### src/logic/ephy_cfg.svh
// constants for the transceiver control block
`ifndef EPHY_CFG_SVH
`define EPHY_CFG_SVH
`define EPHY_IDLE_GRP  5'h1F
`define EPHY_J_GRP     5'h18
`define EPHY_K_GRP     5'h11
`define EPHY_T_GRP     5'h0D
`define EPHY_R_GRP     5'h07
`define EPHY_PRE_NIB   4'h5
`define EPHY_BAD_NIB   4'hE
`define EPHY_CLK_NS    10
`define EPHY_LINKUP_NS 395000
`define EPHY_SQWIN_NS  150
`define EPHY_LPPER_NS  16000000
`define EPHY_LPW_NS    100
`define EPHY_JAB_NS    85000000
`define EPHY_UNJAB_NS  500000000
`define EPHY_LOSS_NS   100000000
`define EPHY_HBDLY_NS  1000
`define EPHY_HBW_NS    1000
`define EPHY_SQWIN_CYC (`EPHY_SQWIN_NS / `EPHY_CLK_NS)
`define EPHY_LPW_CYC   (`EPHY_LPW_NS / `EPHY_CLK_NS)
`define EPHY_HBDLY_CYC (`EPHY_HBDLY_NS / `EPHY_CLK_NS)
`define EPHY_HBW_CYC   (`EPHY_HBW_NS / `EPHY_CLK_NS)
`endif

### src/logic/ephy_pkg.sv
// types and the 5B to 4B lookup for the transceiver control block
package ephy_pkg;
    typedef enum logic [1:0] {ST_HUNT, ST_JCHK, ST_DATA, ST_BAD} ephy_rx_t;
    typedef enum logic [1:0] {SQ_IDLE, SQ_OPP, SQ_ORIG, SQ_VALID} ephy_sq_t;

    // returns {invalid, nibble}
    function automatic logic [4:0] ephy_dec(input logic [4:0] c);
        case (c)
            5'h1E: ephy_dec = 5'h00;
            5'h09: ephy_dec = 5'h01;
            5'h14: ephy_dec = 5'h02;
            5'h15: ephy_dec = 5'h03;
            5'h0A: ephy_dec = 5'h04;
            5'h0B: ephy_dec = 5'h05;
            5'h0E: ephy_dec = 5'h06;
            5'h0F: ephy_dec = 5'h07;
            5'h12: ephy_dec = 5'h08;
            5'h13: ephy_dec = 5'h09;
            5'h16: ephy_dec = 5'h0A;
            5'h17: ephy_dec = 5'h0B;
            5'h1A: ephy_dec = 5'h0C;
            5'h1B: ephy_dec = 5'h0D;
            5'h1C: ephy_dec = 5'h0E;
            5'h1D: ephy_dec = 5'h0F;
            default: ephy_dec = 5'h1E;
        endcase
    endfunction
endpackage

### src/logic/ephy_cnt.sv
// saturating cycle counter with synchronous clear
`timescale 1ns/1ps
module ephy_cnt
    import ephy_pkg::*;
#(
    parameter int W = 8
) (
    // clock and reset
    input  wire logic         clk_sys,
    input  wire logic         rst_b,
    input  wire logic         clkEn,
    // control
    input  wire logic         clr,
    output logic      [W-1:0] count
);
    logic [W-1:0] count_q;

    assign count = count_q;

    always_ff @(posedge clk_sys) begin
        if (!rst_b) begin
            count_q <= '0;
        end else if (clkEn) begin
            if (clr) begin
                count_q <= '0;
            end else if (count_q != '1) begin
                count_q <= count_q + W'(1);
            end
        end
    end
endmodule

### src/logic/ephy_align.sv
// 5B code-group aligner that locks on the start pair
`timescale 1ns/1ps
`include "ephy_cfg.svh"
module ephy_align
    import ephy_pkg::*;
(
    // clock and reset
    input  wire logic       clk_sys,
    input  wire logic       rst_b,
    input  wire logic       clkEn,
    // unaligned symbols
    input  wire logic       symValid,
    input  wire logic       descrBypass,
    input  wire logic [4:0] descrBits,
    input  wire logic [4:0] rawBits,
    input  wire logic       hunt,
    // aligned groups
    output logic      [4:0] grp,
    output logic            grpValid,
    output logic            jkHit
);
    logic [4:0] w1_q;
    logic [4:0] w2_q;
    logic [4:0] grp_q;
    logic [2:0] off_q;
    logic       grpValid_q;
    logic       jkHit_q;
    logic [4:0] hit;
    logic [2:0] hitOff;

    wire [4:0]  inBits = descrBypass ? rawBits : descrBits;
    wire [14:0] s15    = {w2_q, w1_q, inBits};
    wire [9:0]  s10    = {w1_q, inBits};
    wire        hitAny = hunt && (hit != 5'h00);
    wire [2:0]  offUse = hitAny ? hitOff : off_q;

    genvar k;
    generate
        for (k = 0; k < 5; k++) begin : g_hit
            assign hit[k] = s15[14-k -: 10] == {`EPHY_J_GRP, `EPHY_K_GRP};
        end
    endgenerate

    always_comb begin
        hitOff = 3'h0;
        for (int i = 4; i >= 0; i--) begin
            if (hit[i]) begin
                hitOff = 3'(i);
            end
        end
    end

    assign grp      = grp_q;
    assign grpValid = grpValid_q;
    assign jkHit    = jkHit_q;

    always_ff @(posedge clk_sys) begin
        if (!rst_b) begin
            w1_q       <= 5'h00;
            w2_q       <= 5'h00;
            grp_q      <= 5'h00;
            off_q      <= 3'h0;
            grpValid_q <= 1'b0;
            jkHit_q    <= 1'b0;
        end else if (clkEn) begin
            grpValid_q <= symValid;
            jkHit_q    <= symValid && hitAny;
            if (symValid) begin
                w2_q  <= w1_q;
                w1_q  <= inBits;
                off_q <= offUse;
                grp_q <= s10[9-offUse -: 5];
            end
        end
    end
endmodule

### src/logic/ephy_ctrl.sv
// transceiver control: 100M receive PCS and 10BASE-T link functions
`timescale 1ns/1ps
`include "ephy_cfg.svh"
module ephy_ctrl
    import ephy_pkg::*;
#(
    parameter int LINKUP_CYC = (`EPHY_LINKUP_NS + `EPHY_CLK_NS - 1)
                               / `EPHY_CLK_NS,
    parameter int LPPER_CYC  = `EPHY_LPPER_NS / `EPHY_CLK_NS,
    parameter int JAB_CYC    = `EPHY_JAB_NS / `EPHY_CLK_NS,
    parameter int UNJAB_CYC  = `EPHY_UNJAB_NS / `EPHY_CLK_NS,
    parameter int LOSS_CYC   = `EPHY_LOSS_NS / `EPHY_CLK_NS
) (
    // clock, reset, enable
    input  wire logic        clk_sys,
    input  wire logic        rst_b,
    input  wire logic        clkEn,
    // mode
    input  wire logic        speed100,
    input  wire logic        fullDuplex,
    input  wire logic        heartbeat_disable,
    input  wire logic        forceLink10,
    input  wire logic        descrBypass,
    // 100M line side
    input  wire logic        sigDetect,
    input  wire logic        symValid,
    input  wire logic [4:0]  descrBits,
    input  wire logic [4:0]  rawBits,
    // 10M line side
    input  wire logic        sqPos,
    input  wire logic        sqNeg,
    input  wire logic        linkPulseIn,
    // MAC transmit
    input  wire logic        txEnMii,
    // MII receive status
    output logic      [3:0]  rxd,
    output logic             rxDv,
    output logic             rxEr,
    output logic             crs,
    output logic             col,
    // status
    output logic             linkUp100,
    output logic             linkGood10,
    output logic             txEnable10,
    output logic             linkPulseOut,
    output logic             jabber,
    output logic      [15:0] false_carrier_count_reg
);
    ephy_rx_t    st_q;
    ephy_rx_t    st_d;
    ephy_sq_t    sq_q;
    ephy_sq_t    sq_d;
    logic [3:0]  rxd_q;
    logic [3:0]  hold_q;
    logic        rxDv_q;
    logic        rxEr_q;
    logic        crs_q;
    logic        col_q;
    logic        tSeen_q;
    logic [1:0]  idle_q;
    logic [15:0] fcc_q;
    logic        linkUp_q;
    logic        linkSeen_q;
    logic        txEn10_q;
    logic        lpOut_q;
    logic        jab_q;
    logic        hb_q;
    logic        txPrev_q;
    logic        firstPos_q;
    logic [4:0]  grp;
    logic        grpValid;
    logic        jkHit;
    logic [15:0] luCnt;
    logic [20:0] lpCnt;
    logic [23:0] jabCnt;
    logic [25:0] unjabCnt;
    logic [23:0] lossCnt;
    logic [5:0]  sqCnt;
    logic [7:0]  hbCnt;
    logic        sqClr;

    wire pcsOn   = linkUp_q && speed100;
    wire g       = clkEn && grpValid && pcsOn;
    wire isIdle  = grp == `EPHY_IDLE_GRP;
    wire twoIdle = isIdle && idle_q != 2'h0;
    wire [4:0] dec = ephy_dec(grp);
    wire good10  = forceLink10 || linkSeen_q;
    wire ten     = !speed100 && good10;
    wire sqX     = sqPos || sqNeg;
    wire sqOpp   = firstPos_q ? sqNeg : sqPos;
    wire sqOrig  = firstPos_q ? sqPos : sqNeg;
    wire sqWinUp = sqCnt >= 6'(`EPHY_SQWIN_CYC);
    wire rxAct10 = sq_q == SQ_VALID && ten;
    wire hbOff   = fullDuplex || heartbeat_disable;
    wire sqe     = hb_q && !hbOff && hbCnt >= 8'(`EPHY_HBDLY_CYC);
    wire hbEnd   = hbCnt >= 8'(`EPHY_HBDLY_CYC + `EPHY_HBW_CYC);
    wire jabSet  = !jab_q && jabCnt >= 24'(JAB_CYC);
    wire unjab   = jab_q && unjabCnt >= 26'(UNJAB_CYC);
    wire lpWrap  = lpCnt >= 21'(LPPER_CYC - 1);
    wire lpOn    = lpCnt >= 21'(LPPER_CYC - `EPHY_LPW_CYC);
    wire luDone  = sigDetect && luCnt >= 16'(LINKUP_CYC - 1);
    wire crs10   = rxAct10 || (!fullDuplex && ten && txEnMii);
    wire crs100  = pcsOn && (g ? st_d : st_q) != ST_HUNT;
    wire col10   = (ten && !fullDuplex && rxAct10 && txEnMii)
                   || jab_q || (ten && sqe);
    wire badGo   = g && st_q == ST_JCHK && !jkHit;
    wire endData = g && st_q == ST_DATA
                   && (twoIdle || (tSeen_q && grp == `EPHY_R_GRP));

    ephy_align u_align (
        .clk_sys     (clk_sys),
        .rst_b       (rst_b),
        .clkEn       (clkEn),
        .symValid    (symValid && pcsOn),
        .descrBypass (descrBypass),
        .descrBits   (descrBits),
        .rawBits     (rawBits),
        .hunt        (st_q != ST_DATA),
        .grp         (grp),
        .grpValid    (grpValid),
        .jkHit       (jkHit)
    );

    ephy_cnt #(.W(16)) u_luCnt (.clk_sys(clk_sys), .rst_b(rst_b),
        .clkEn(clkEn), .clr(!sigDetect), .count(luCnt));
    ephy_cnt #(.W(21)) u_lpCnt (.clk_sys(clk_sys), .rst_b(rst_b),
        .clkEn(clkEn), .clr(txEnMii || speed100 || lpWrap), .count(lpCnt));
    ephy_cnt #(.W(24)) u_jabCnt (.clk_sys(clk_sys), .rst_b(rst_b),
        .clkEn(clkEn), .clr(!txEnMii || jab_q || speed100),
        .count(jabCnt));
    ephy_cnt #(.W(26)) u_unjabCnt (.clk_sys(clk_sys), .rst_b(rst_b),
        .clkEn(clkEn), .clr(txEnMii || !jab_q), .count(unjabCnt));
    ephy_cnt #(.W(24)) u_lossCnt (.clk_sys(clk_sys), .rst_b(rst_b),
        .clkEn(clkEn), .clr(linkPulseIn), .count(lossCnt));
    ephy_cnt #(.W(6)) u_sqCnt (.clk_sys(clk_sys), .rst_b(rst_b),
        .clkEn(clkEn), .clr(sqClr), .count(sqCnt));
    ephy_cnt #(.W(8)) u_hbCnt (.clk_sys(clk_sys), .rst_b(rst_b),
        .clkEn(clkEn), .clr(!hb_q), .count(hbCnt));

    // 100M receive sequencing
    always_comb begin
        st_d = st_q;
        case (st_q)
            ST_HUNT: begin
                if (jkHit) begin
                    st_d = ST_DATA;
                end else if (!isIdle && idle_q == 2'h2) begin
                    st_d = ST_JCHK;
                end
            end
            ST_JCHK: st_d = jkHit ? ST_DATA : ST_BAD;
            ST_DATA: begin
                if (endData) begin
                    st_d = ST_HUNT;
                end
            end
            ST_BAD: begin
                if (twoIdle) begin
                    st_d = ST_HUNT;
                end
            end
            default: st_d = ST_HUNT;
        endcase
    end

    // 10M smart squelch
    always_comb begin
        sq_d  = sq_q;
        sqClr = 1'b0;
        case (sq_q)
            SQ_IDLE: begin
                sqClr = 1'b1;
                if (sqX) begin
                    sq_d = SQ_OPP;
                end
            end
            SQ_OPP: begin
                if (sqOpp) begin
                    sq_d  = SQ_ORIG;
                    sqClr = 1'b1;
                end else if (sqWinUp) begin
                    sq_d = SQ_IDLE;
                end
            end
            SQ_ORIG: begin
                if (sqOrig) begin
                    sq_d  = SQ_VALID;
                    sqClr = 1'b1;
                end else if (sqWinUp) begin
                    sq_d = SQ_IDLE;
                end
            end
            SQ_VALID: begin
                if (sqX) begin
                    sqClr = 1'b1;
                end else if (sqCnt > 6'(`EPHY_SQWIN_CYC)) begin
                    sq_d = SQ_IDLE;
                end
            end
            default: sq_d = SQ_IDLE;
        endcase
    end

    always_ff @(posedge clk_sys) begin
        if (!rst_b) begin
            st_q    <= ST_HUNT;
            idle_q  <= 2'h0;
            tSeen_q <= 1'b0;
            hold_q  <= 4'h0;
            rxd_q   <= 4'h0;
            rxDv_q  <= 1'b0;
            rxEr_q  <= 1'b0;
        end else if (clkEn) begin
            if (!pcsOn) begin
                st_q   <= ST_HUNT;
                idle_q <= 2'h0;
                rxDv_q <= 1'b0;
                rxEr_q <= 1'b0;
            end else if (g) begin
                st_q    <= st_d;
                idle_q  <= isIdle ? (idle_q == 2'h2 ? 2'h2 : idle_q + 2'h1)
                                  : 2'h0;
                tSeen_q <= st_q == ST_DATA && grp == `EPHY_T_GRP;
                if (st_d == ST_BAD) begin
                    rxd_q  <= `EPHY_BAD_NIB;
                    rxEr_q <= 1'b1;
                    rxDv_q <= 1'b0;
                end else if (st_d == ST_DATA && st_q != ST_DATA) begin
                    rxd_q  <= `EPHY_PRE_NIB;
                    hold_q <= `EPHY_PRE_NIB;
                    rxDv_q <= 1'b1;
                    rxEr_q <= 1'b0;
                end else if (st_d == ST_DATA) begin
                    rxd_q  <= hold_q;
                    rxDv_q <= 1'b1;
                    if (grp != `EPHY_T_GRP) begin
                        hold_q <= dec[3:0];
                        rxEr_q <= dec[4];
                    end
                end else begin
                    rxDv_q <= 1'b0;
                    rxEr_q <= 1'b0;
                end
            end
        end
    end

    always_ff @(posedge clk_sys) begin
        if (!rst_b) begin
            sq_q       <= SQ_IDLE;
            firstPos_q <= 1'b0;
            fcc_q      <= 16'h0000;
            linkUp_q   <= 1'b0;
            linkSeen_q <= 1'b0;
            jab_q      <= 1'b0;
            hb_q       <= 1'b0;
            txPrev_q   <= 1'b0;
        end else if (clkEn) begin
            sq_q     <= sq_d;
            txPrev_q <= txEnMii;
            linkUp_q <= luDone;
            if (sq_q == SQ_IDLE) begin
                firstPos_q <= sqPos;
            end
            if (badGo) begin
                fcc_q <= fcc_q + 16'h0001;
            end
            if (linkPulseIn) begin
                linkSeen_q <= 1'b1;
            end else if (lossCnt >= 24'(LOSS_CYC)) begin
                linkSeen_q <= 1'b0;
            end
            if (speed100 || unjab) begin
                jab_q <= 1'b0;
            end else if (jabSet) begin
                jab_q <= 1'b1;
            end
            if (txPrev_q && !txEnMii && ten && !hbOff) begin
                hb_q <= 1'b1;
            end else if (hbEnd || hbOff) begin
                hb_q <= 1'b0;
            end
        end
    end

    // outputs other than linkGood10 are registered; linkGood10 is forceLink10 ORed directly with linkSeen_q
    always_ff @(posedge clk_sys) begin
        if (!rst_b) begin
            crs_q    <= 1'b0;
            col_q    <= 1'b0;
            txEn10_q <= 1'b0;
            lpOut_q  <= 1'b0;
        end else if (clkEn) begin
            crs_q    <= speed100 ? crs100 : crs10;
            col_q    <= !speed100 && col10;
            txEn10_q <= ten && txEnMii && !jab_q && !jabSet;
            lpOut_q  <= !speed100 && !txEnMii && lpOn;
        end
    end

    assign rxd                     = rxd_q;
    assign rxDv                    = rxDv_q;
    assign rxEr                    = rxEr_q;
    assign crs                     = crs_q;
    assign col                     = col_q;
    assign linkUp100               = linkUp_q;
    assign linkGood10              = good10;
    assign txEnable10              = txEn10_q;
    assign linkPulseOut            = lpOut_q;
    assign jabber                  = jab_q;
    assign false_carrier_count_reg = fcc_q;
endmodule

### config.mk
export PLATFORM = sky130hd
export DESIGN_NAME = ephy_ctrl
export DESIGN_NICKNAME = d
export VERILOG_FILES = /design/src/logic/ephy_pkg.sv /design/src/logic/ephy_cnt.sv /design/src/logic/ephy_align.sv /design/src/logic/ephy_ctrl.sv
export VERILOG_INCLUDE_DIRS = /design/src /design/src/logic
export SDC_FILE = /design/constraint.sdc
export NUM_CORES = 1
export LEC_CHECK = 0
export ABC_AREA = 1
export BUFFER_PORTS_ARGS = -buffer_cell sky130_fd_sc_hd__buf_2
export CORE_ASPECT_RATIO = 1.25
export CORE_MARGIN = 8
export CORE_UTILIZATION = 25
export DETAILED_ROUTE_END_ITERATION = 10
export SYNTH_ARGS = -nofsm -noshare
export SYNTH_HDL_FRONTEND = slang
export SYNTH_HIERARCHICAL = 1
export SYNTH_SLANG_ARGS = --single-unit
### constraint.sdc
create_clock -name clk_sys -period 3.5 [get_ports clk_sys]
set_input_delay 0.7 -clock clk_sys [delete_from_list [all_inputs] [get_ports clk_sys]]
set_output_delay 0.7 -clock clk_sys [all_outputs]
set_load 0.01 [all_outputs]
==> metrics.txt, run 1 <==
Netlist Area Pre-Place 13,200 um^2; Worst Reg2Reg Path Length in Cells 16; DP HPWL 26.8 mm; CTS Root Cell clkbuf_16; crit path max fanout 9; count of cells resized by post-cts repair 0; period utilization 74.3%; Leak 6.28 nW; via count 13,200; critical path required time 3.90 ns; die extent in y 273 um; CTS sink cnt 188; post-synth cell types 58; layer with the highest usage met2; Critical Path AT 3.00 ns; Worst VDD drop 0.358 mV; FF/Latch Area 3760 um^2; Pins Over Slew Limit 0; most frequently used flop master after synthesis dfxtp_1; total CTS buffers 17; final instance area 14,700 um^2; area added between synthesis and finish 11.3%; Largest register FFs 26; fraction of registers with async set/reset 0%; DIE AREA 60,400 um^2; register area share after synthesis 28.5%; setup TNS 0 ns; fmax 0.385 GHz; layout cells sized above 1 10.8%; Max clock buf depth 2; routability cong. 0.902; Worst Max-Slew Pin Slew 0.752 ns; routed length per instance 12.4 um; RSZ-0062 raised after global routing no; Worst slew margin 49.5%; initial DRC count 743; status completed; vias in the first global route 12,500; port buffer count 52; Final Setup Violations 0; depth of the CTS H-tree 4; hold depth 2; Starting Density 25.2%; share of the synthesized area in the top cell type 28.5%; Min-Delay Path Class flop to flop; router iterations before antenna repair 7; worst skew pair latency 0.46 ns; Synthesis Warnings 6; CTS tree done; Setup WS pre-CTS 0.578 ns; number of setup buffers added after CTS 0; Max Cap Violations 0; M3 GR Usage 2.34%; # IOs 53; fill cell total of the finished layout 5,907; CP startpoint kind flop; DRC violations left 0; skew final 0.0111 ns; worst setup margin 0.899 ns; post-layout minimum cycle time 2.60 ns; CP Capture Type flop; WS Path Type flop to flop; Syn Inst Count 2,202; footprint of the multi-input gates 7810 um^2; Worst-path clk slew 0.07 ns; Routed Antenna Nets 0; placed standard-cell area 14,100 um^2; Core ar. 52,500 um^2; met1 Use GR 14.4%; cell taking the most area after synthesis dfxtp_1; total routed wirelength 36.3 mm; hold_buf cts 0; initial antenna violation count 1; Post-synth EDFFs 0; syn nets 2,239; Final #Nets 2,273; Post-synth top cells 580 x nand2_1, 327 x nor2_1, 317 x inv_1; met2 GRT Util 21.0%; Cell Rows 94; final hold viol count 0; first-pass GRT wire length 60.8 mm; width of the die 221 um; Power Dens Cells 309 nW/um^2; Yosys reg bits 188; Tot GR Track Use 12.0%; largest net degree at the start of global routing 80; via density per instance 4.53; syn avg cell area 5.99 um^2; grt total ovfl 0; most frequent cell after synthesis nand2_1; dominant cells by area after synthesis dfxtp_1 29%, nand2_1 16%, nor2_1 9.3%
## worst paths after layout
check | slack (ns) | endpoint | from
worst max-delay path | 0.90 | u_align/grp[2] | u_align/w1_q[4]
worst min-delay path | 0.47 | idle_q[0] | idle_q[0]
worst max register to register | 0.90 | u_align/grp[2] | u_align/w1_q[4]
worst min register to register | 0.47 | idle_q[0] | idle_q[0]
## per-layer routing
| metal | routed length [um] | up-vias |
|---|---|---|
| li1 | - | 7040 |
| met1 | 17000 | 5928 |
| met2 | 17200 | 216 |
| met3 | 1240 | 54 |
| met4 | 884 | 0 |
| met5 | 0 | - |
## cell usage in the layout (no fill, tap or decap), types with 4 or more instances in the layout
master      synthesis  routed
nand2_1           580     580
nor2_1            327     327
inv_1             317     317
nand3_1           228     228
dfxtp_1           188     188
a21oi_1           120     120
o21ai_0            87      87
buf_2              15      50
nand4_1            29      29
nand2_2            27      27
inv_2              20      20
nand2_4            19      19
nor2_2             19      19
nor3_1             18      18
clkbuf_16           0      17
nor2_4             16      16
buf_4               3      14
clkinv_1           13      13
ha_1               13      13
o21ai_1            12      12
nand3_2            11      11
a31oi_1            10      10
o21bai_1           10      10
nor3b_1            10      10
nand3b_1            9       9
a21oi_2             8       8
or2_2               7       7
inv_6               2       7
nor4_1              6       6
nand3_4             6       6
o21a_1              4       4
clkinvlp_4          0       4
## power by group
group	switching (mW)	total [mW]	internal [mW]
clock	0.948	1.96	1.01
sequential	0.0436	2.21	2.17
combinational	0.257	0.368	0.112
## through the flow
| stage | util, % | hold slack [ns] | cells | power, mW |
|---|---|---|---|---|
| after floorplan | - | 0.439 | 2202 | 2.52 |
| after global placement | 26.9 | 0.451 | 2889 | 2.63 |
| after detailed placement | 26.9 | 0.460 | 2889 | 2.63 |
| after CTS | 28.0 | 0.474 | 2921 | 4.62 |
| after global routing | 28.0 | 0.501 | 2921 | 4.77 |
| final | 28.0 | 0.473 | 2922 | 4.54 |
## final cells by class
class / instances / share of cell area [%]
diodes: 1 / 0.0170
clock buffers: 18 / 2.99
clock inverters: 14 / 0.886
inverters: 352 / 9.06
multi-input cells: 1612 / 53.2
flip-flops and latches: 188 / 25.6
well taps: 672 / 5.72
repair buffers: 65 / 2.55
## kinds of logic after synthesis
logic type / share of synthesized area (%)
xor+xnor: 0.266
simple gates: 46.5
buf+inv: 12.3
mux: 0.0759
fa+ha+maj: 1.23
compound gates: 11.2
flops: 28.5
## critical path: stages, from the launching register on
cell	delay (ns)
dfxtp_1	0.59
nand2_1	0.14
clkinv_1	0.06
nand3_1	0.08
nor2_1	0.18
nor2_4	0.07
nand3_2	0.08
nand2_4	0.08
nand3_2	0.08
nand2_4	0.09
ha_1	0.38
inv_1	0.12
nor2_1	0.20
nand3_1	0.09
nand3_1	0.11
nand2_1	0.07
a21oi_2	0.12
Note: power is estimated with default switching activity, not from simulation.
==> run 2: changes to the inputs <==
--- a/config.mk
+++ b/config.mk
@@ -6,7 +6,7 @@
 export SDC_FILE = /design/constraint.sdc
 export NUM_CORES = 1
 export LEC_CHECK = 0
-export ABC_AREA = 1
+export ABC_AREA = 0
 export BUFFER_PORTS_ARGS = -buffer_cell sky130_fd_sc_hd__buf_2
 export CORE_ASPECT_RATIO = 1.25
 export CORE_MARGIN = 8
==> constraint.sdc (replaced) <==
create_clock -name clk_sys -period 2.6 [get_ports clk_sys]
set_input_delay 0.52 -clock clk_sys [delete_from_list [all_inputs] [get_ports clk_sys]]
set_output_delay 0.52 -clock clk_sys [all_outputs]
set_load 0.01 [all_outputs]
==> metrics.txt, run 2 <==
Power Dens Cells 447 nW/um^2 (+44%); via count 11,400 (-14%); Cell Rows 88 (-6.4%); dpl cells 2,043 (-29%); WS Path Type flop to flop; syn nets 1,441 (-36%); reg2reg start u_align/w1_q[0]; fraction of registers with async set/reset 0% (unchanged); grt total ovfl 0 (unchanged); CTS Root Cell clkbuf_16; placed standard-cell area 12,800 um^2 (-9.3%); DIE AREA 53,500 um^2 (-11%); Worst slew margin 51.5% (+2.0 points); Final Setup Violations 2 (+2); total routed wirelength 32.9 mm (-9.4%); DP HPWL 23.6 mm (-12%); Tot GR Track Use 11.9% (-0.13 points); width of the die 208 um (-5.9%); Syn Inst Count 1,404 (-36%); DRC violations left 0 (unchanged); RSZ-0062 raised after global routing yes; port buffer count 52 (unchanged); Synthesis Warnings 6 (unchanged); commonest non-fill, non-tap cell in the layout dfxtp_1; vias in the first global route 10,800 (-14%); crit path max fanout 9 (unchanged); total CTS buffers 17 (unchanged); fmax 0.379 GHz (-1.6%); hold depth 4 (+2); depth of the CTS H-tree 4 (unchanged); Core ar. 45,900 um^2 (-12%); WHS Endpoint hb_q; routability cong. 0.862 (-4.4%); Critical Path AT 2.99 ns (about the same); largest net degree at the start of global routing 34 (-57%); # IOs 53 (unchanged); initial DRC count 822 (+11%); Min-Delay Path Class input pin to flop; cell taking the most area after synthesis dfxtp_1; Worst-path clk slew 0.07 ns (about the same); initial antenna violation count 2 (+1); Yosys reg bits 188 (unchanged); CP Capture Type flop; worst skew pair latency 0.45 ns (about the same); die extent in y 257 um (-6.0%); most frequently used flop master after synthesis dfxtp_1; CTS tree done; Pins Over Slew Limit 0 (unchanged); CP startpoint kind flop; Worst Reg2Reg Path Length in Cells 10 (-6); Final #Nets 1,514 (-33%); router iterations before antenna repair 6 (-1); first-pass GRT wire length 54.0 mm (-11%); violated checks setup timing; most frequent cell after synthesis dfxtp_1; dominant cells by area after synthesis dfxtp_1 33%, nand2_1 3.9%, o21ai_0 3.8%; area added between synthesis and finish 16.3%; post-synth cell types 115 (+98%); mux cell area share after synthesis 3.25% (+3.2 points); Starting Density 25.2% (+0.061 points); Synth Area in XOR/XNOR 0.756% (+0.49 points); via density per instance 5.49 (+21%); Post-synth top cells 188 x dfxtp_1, 119 x nand2_1, 94 x nor2_1; final hold viol count 0 (unchanged); area share of fa/ha/maj cells after synthesis 1.40% (+0.17 points); Worst Max-Slew Pin Slew 0.719 ns (-0.0329 ns); R2R Setup Slk -0.04 ns (-0.94 ns); Worst VDD drop 0.330 mV (-7.8%); post-layout minimum cycle time 2.64 ns (+0.0412 ns); largest family of logic cells by synthesized area simple AND/OR/NAND/NOR gates; number of setup buffers added after CTS 0 (unchanged); Diodes inserted 0 (-1); period utilization 102% (+27 points); layout cells sized above 1 16.4% (+5.6 points); post-synthesis compound-gate area fraction 24.5% (+13 points); final instance area 13,500 um^2 (-8.3%); commonest cells after routing, fill and taps aside 186 x dfxtp_1, 119 x nand2_1, 94 x nor2_1; Worst Hold Launch heartbeat_disable; CTS sink cnt 188 (unchanged); skew final 0.00813 ns (-0.00295 ns); Finished Layout Cells 2,075 (-29%); Max clock buf depth 2 (unchanged); register area share after synthesis 32.5% (+4.0 points); share of the synthesized area in the top cell type 32.5% (+4.0 points); Largest register FFs 26 (unchanged); Post-synth EDFFs 0 (unchanged); syn avg cell area 8.25 um^2 (+38%); status complete, but fails checks; worst setup margin -0.0420 ns (-0.941 ns); Synth Area in Simple Gates 32.6% (-14 points); reg-to-reg endpoint u_align/grp[1]; critical path required time 2.94 ns (-0.96 ns); routed length per instance 15.9 um (+28%); Routed Antenna Nets 0 (unchanged); Max Cap Violations 0 (unchanged); Leak 4.80 nW (-24%); Netlist Area Pre-Place 11,600 um^2 (-12%)
[run 2: routing by layer]
| layer | up-vias | share of wire [%] | GRT usage [%] |
|---|---|---|---|
| li1 | 5551 | - | - |
| met1 | 5534 | 43 | 13.7 |
| met2 | 242 | 51 | 21.5 |
| met3 | 62 | 3.6 | 1.90 |
| met4 | 4 | 2.3 | 4.78 |
| met5 | - | 0.070 | 0 |
[run 2: cell type report]
cell class	instances	area (um^2)
Clock buffer	18	429
Clock inverter	14	169
Fill cell	4811	32400
Inverter	42	158
Multi-Input combinational cell	1096	7310
Sequential cell	188	3770
Tap cell	585	732
Timing Repair Buffer	132	907
[run 2: critical path, stage by stage (launching register included)]
cell	delay, ns
dfxtp_2	0.32
or4b_4	0.54
nor3b_4	0.24
a21boi_2	0.10
o311a_1	0.16
a31oi_4	0.22
buf_12	0.17
mux2_4	0.30
mux2i_1	0.16
o221ai_1	0.14
a41o_1	0.19
[run 2: what timing repair did]
item                                    CTS  global route
endpoints found under the setup margin    5             5
pin swaps                                 1             1
gates resized for setup                   9             8
hold buffers                              0             0
[run 2: how the worst max path moves through the flow]
| stage | slack (ns) | from | endpoint | cells past startpoint |
|---|---|---|---|---|
| after floorplan | -0.18 | descrBypass | u_align/grp[1] | 11 |
| after global placement | -0.42 | descrBypass | u_align/grp[0] | 11 |
| after detailed placement | -0.46 | descrBypass | u_align/grp[0] | 11 |
| after CTS | -0.02 | u_align/w1_q[0] | u_align/grp[1] | 10 |
| after global routing | -0.14 | u_align/w1_q[0] | u_align/grp[0] | 10 |
| final | -0.04 | u_align/w1_q[0] | u_align/grp[1] | 10 |
[run 2: metrics by stage]
step	utilization, %	power [mW]	hold slack (ns)	worst slack [ns]	setup TNS, ns
2_1_floorplan	-	3.20	0.437	-0.180	-0.519
3_3_place_gp	27.9	3.36	0.462	-0.421	-1.88
3_5_place_dp	27.9	3.37	0.471	-0.459	-2.13
4_1_cts	29.2	6.09	0.371	-0.0248	-0.0442
5_1_grt	29.3	6.25	0.384	-0.139	-0.576
6_report	29.3	6.01	0.391	-0.0420	-0.0475
[run 2: power breakdown]
| part | internal [mW] | switching [mW] |
|---|---|---|
| Sequential | 2.89 | 0.0206 |
| Clock | 1.51 | 1.19 |
| Combinational | 0.135 | 0.259 |
| Total | 4.54 | 1.47 |
[run 2: kinds of logic after synthesis]
logic type               Yosys count
adder cells (fa/ha/maj)           13
XOR/XNOR                          10
flip-flops                       188
multiplexers                      33
AND/OR/NAND/NOR                  635
buffers and inverters            120
AO/OA/AOI/OAI                    405
==> run 3: changes to the inputs <==
--- a/config.mk
+++ b/config.mk
@@ -12,6 +12,7 @@
 export CORE_MARGIN = 8
 export CORE_UTILIZATION = 25
 export DETAILED_ROUTE_END_ITERATION = 10
+export REMOVE_ABC_BUFFERS = 1
 export SYNTH_ARGS = -nofsm -noshare
 export SYNTH_HDL_FRONTEND = slang
 export SYNTH_HIERARCHICAL = 1
==> metrics.txt, run 3 (synthesized netlist as in run 2, its figures left out) <==
worst setup margin -0.0266 ns (+0.0153 ns); Power Dens Cells 469 nW/um^2 (+4.9%); first-pass GRT wire length 53.2 mm (-1.5%); initial DRC count 805 (-2.1%); Max clock buf depth 2 (unchanged); Worst Max-Slew Pin Slew 0.890 ns (+0.171 ns); Largest register FFs 26 (unchanged); routability cong. 0.864 (+0.16%); router iterations before antenna repair 5 (-1); setup TNS -0.0410 ns (+0.00652 ns); hold_buf cts 0 (unchanged); cells along the critical path and2b_2 > nor3b_4 > a2bb2o_4 > o311a_1 > a31oi_4 > buf_6 > mux2_4 > mux2i_1 > o221ai_1 > a41o_1; Tot GR Track Use 11.6% (-0.22 points); placed standard-cell area 12,800 um^2 (-0.17%); # IOs 53 (unchanged); total CTS buffers 17 (unchanged); worst skew pair latency 0.45 ns (about the same); layout cells sized above 1 16.9% (+0.55 points); CP startpoint kind flop; commonest non-fill, non-tap cell in the layout dfxtp_1; Cell Rows 88 (unchanged); CP Capture Type flop; DIE AREA 53,500 um^2 (unchanged); area added between synthesis and finish 17.9%; Hold WS 0.390 ns (-0.00119 ns); initial antenna violation count 0 (-2); Critical-path top delay cell o311a_1; critical path's top delay family compound AO/OA/AOI/OAI gates; Worst slew margin 40.6% (-11 points); skew final 0.00764 ns (-0.000492 ns); critical path required time 2.94 ns (about the same); via density per instance 5.47 (-0.36%); Core ar. 45,900 um^2 (unchanged); dpl cells 2,043 (unchanged); CTS Root Cell clkbuf_16; final instance area 13,700 um^2 (+1.3%); crit path max fanout 4 (-5); Pins Over Slew Limit 0 (unchanged); Pwr Total 6.40 mW (+6.4%); via count 11,300 (-0.40%); RSZ-0062 raised after global routing yes; Diodes inserted 0 (unchanged); die extent in y 257 um (unchanged); WS Path Type flop to flop; largest net degree at the start of global routing 53 (+56%); Starting Density 25.2% (unchanged); Final Setup Violations 2 (unchanged); depth of the CTS H-tree 4 (unchanged); fill cell total of the finished layout 4,810 (-0.021%); grt total ovfl 0 (unchanged); Finished Layout Cells 2,074 (-0.048%); vias in the first global route 10,600 (-1.2%); violated checks setup timing; crit-path max cell delay 0.38 ns (-0.16 ns); total routed wirelength 32.2 mm (-2.1%); Worst-path clk slew 0.07 ns (about the same); CTS sink cnt 188 (unchanged); DP HPWL 22.6 mm (-4.2%); post-layout minimum cycle time 2.63 ns (-0.0153 ns); status complete, but fails checks; final hold viol count 0 (unchanged); period utilization 101% (-0.59 points); WP buf/inv 1 (unchanged); Critical Path AT 2.97 ns (-0.02 ns); Routed Antenna Nets 0 (unchanged); Max Cap Violations 0 (unchanged); CTS tree done; Worst VDD drop 0.462 mV (+40%); Min-Delay Path Class input pin to flop; fmax 0.381 GHz (+0.58%); commonest cells after routing, fill and taps aside 183 x dfxtp_1, 119 x nand2_1, 94 x nor2_1; Final #Nets 1,516 (+0.13%); port buffer count 52 (unchanged); Leak 4.87 nW (+1.5%); DRC violations left 0 (unchanged); routed length per instance 15.5 um (-2.1%); width of the die 208 um (unchanged)
==> run 3: changes by cell type in the layout (fill, tap and decap cells not counted), sizes merged <==
| cell | before | now |
|---|---|---|
| bufinv | 3 | 7 |
| clkinvlp | 5 | 2 |
| buf | 132 | 134 |
| clkinv | 5 | 3 |
| inv | 43 | 41 |
==> run 3: routing by layer <==
layer	routed length [um]	GRT usage [%]	up-vias
met5	0	0	-
met3	1190	2.07	53
met2	16000	20.2	283
met4	867	5.21	0
li1	-	-	5550
met1	14100	13.8	5461
==> run 3: metrics by stage <==
step	worst slack, ns	util [%]
after floorplan	-0.321	-
after global placement	-0.488	27.8
after detailed placement	-0.528	27.8
after CTS	0.000820	29.6
after global routing	-0.114	29.7
final	-0.0266	29.7
==> run 3: power by group <==
group          switching, mW  internal, mW  leakage (nW)
clock                   1.18          1.91         0.324
sequential            0.0210          2.89          1.52
combinational          0.258         0.137          3.03
total                   1.46          4.94          4.87
==> run 3: worst min-delay path, cell delays in order <==
cell and delay [ns]:
buf_2 0.13, mux2i_1 0.08, nor2_1 0.07
==> run 3: repair_timing <==
| action | in CTS | in global routing |
|---|---|---|
| gates resized for setup | 24 | 16 |
| pin swaps | 9 | 4 |
| endpoints found under the hold margin | 0 | 0 |
| setup endpoints to repair | 5 | 5 |
| buffers inserted | 2 | 1 |
==> run 3: cell type report <==
type / count / area, um^2 / share of cell area [%]
sequential: 188 / 3770 / 27.6
clock buffer: 18 / 439 / 3.22
clock inverter: 11 / 243 / 1.78
inverter: 42 / 158 / 1.15
tap: 585 / 732 / 5.36
multi-input combinational: 1096 / 7380 / 54.1
timing repair buffer: 134 / 927 / 6.79
==> run 3: final timing paths <==
check / depth (start not counted) / slack, ns / endpoint / startpoint
hold / removal: 3 / 0.39 / firstPos_q / sqPos
hold reg to reg: 2 / 0.47 / rxd[3] / rxd[3]
setup / recovery: 10 / -0.03 / u_align/grp[1] / u_align/w1_q[3]
setup reg to reg: 10 / -0.03 / u_align/grp[1] / u_align/w1_q[3]
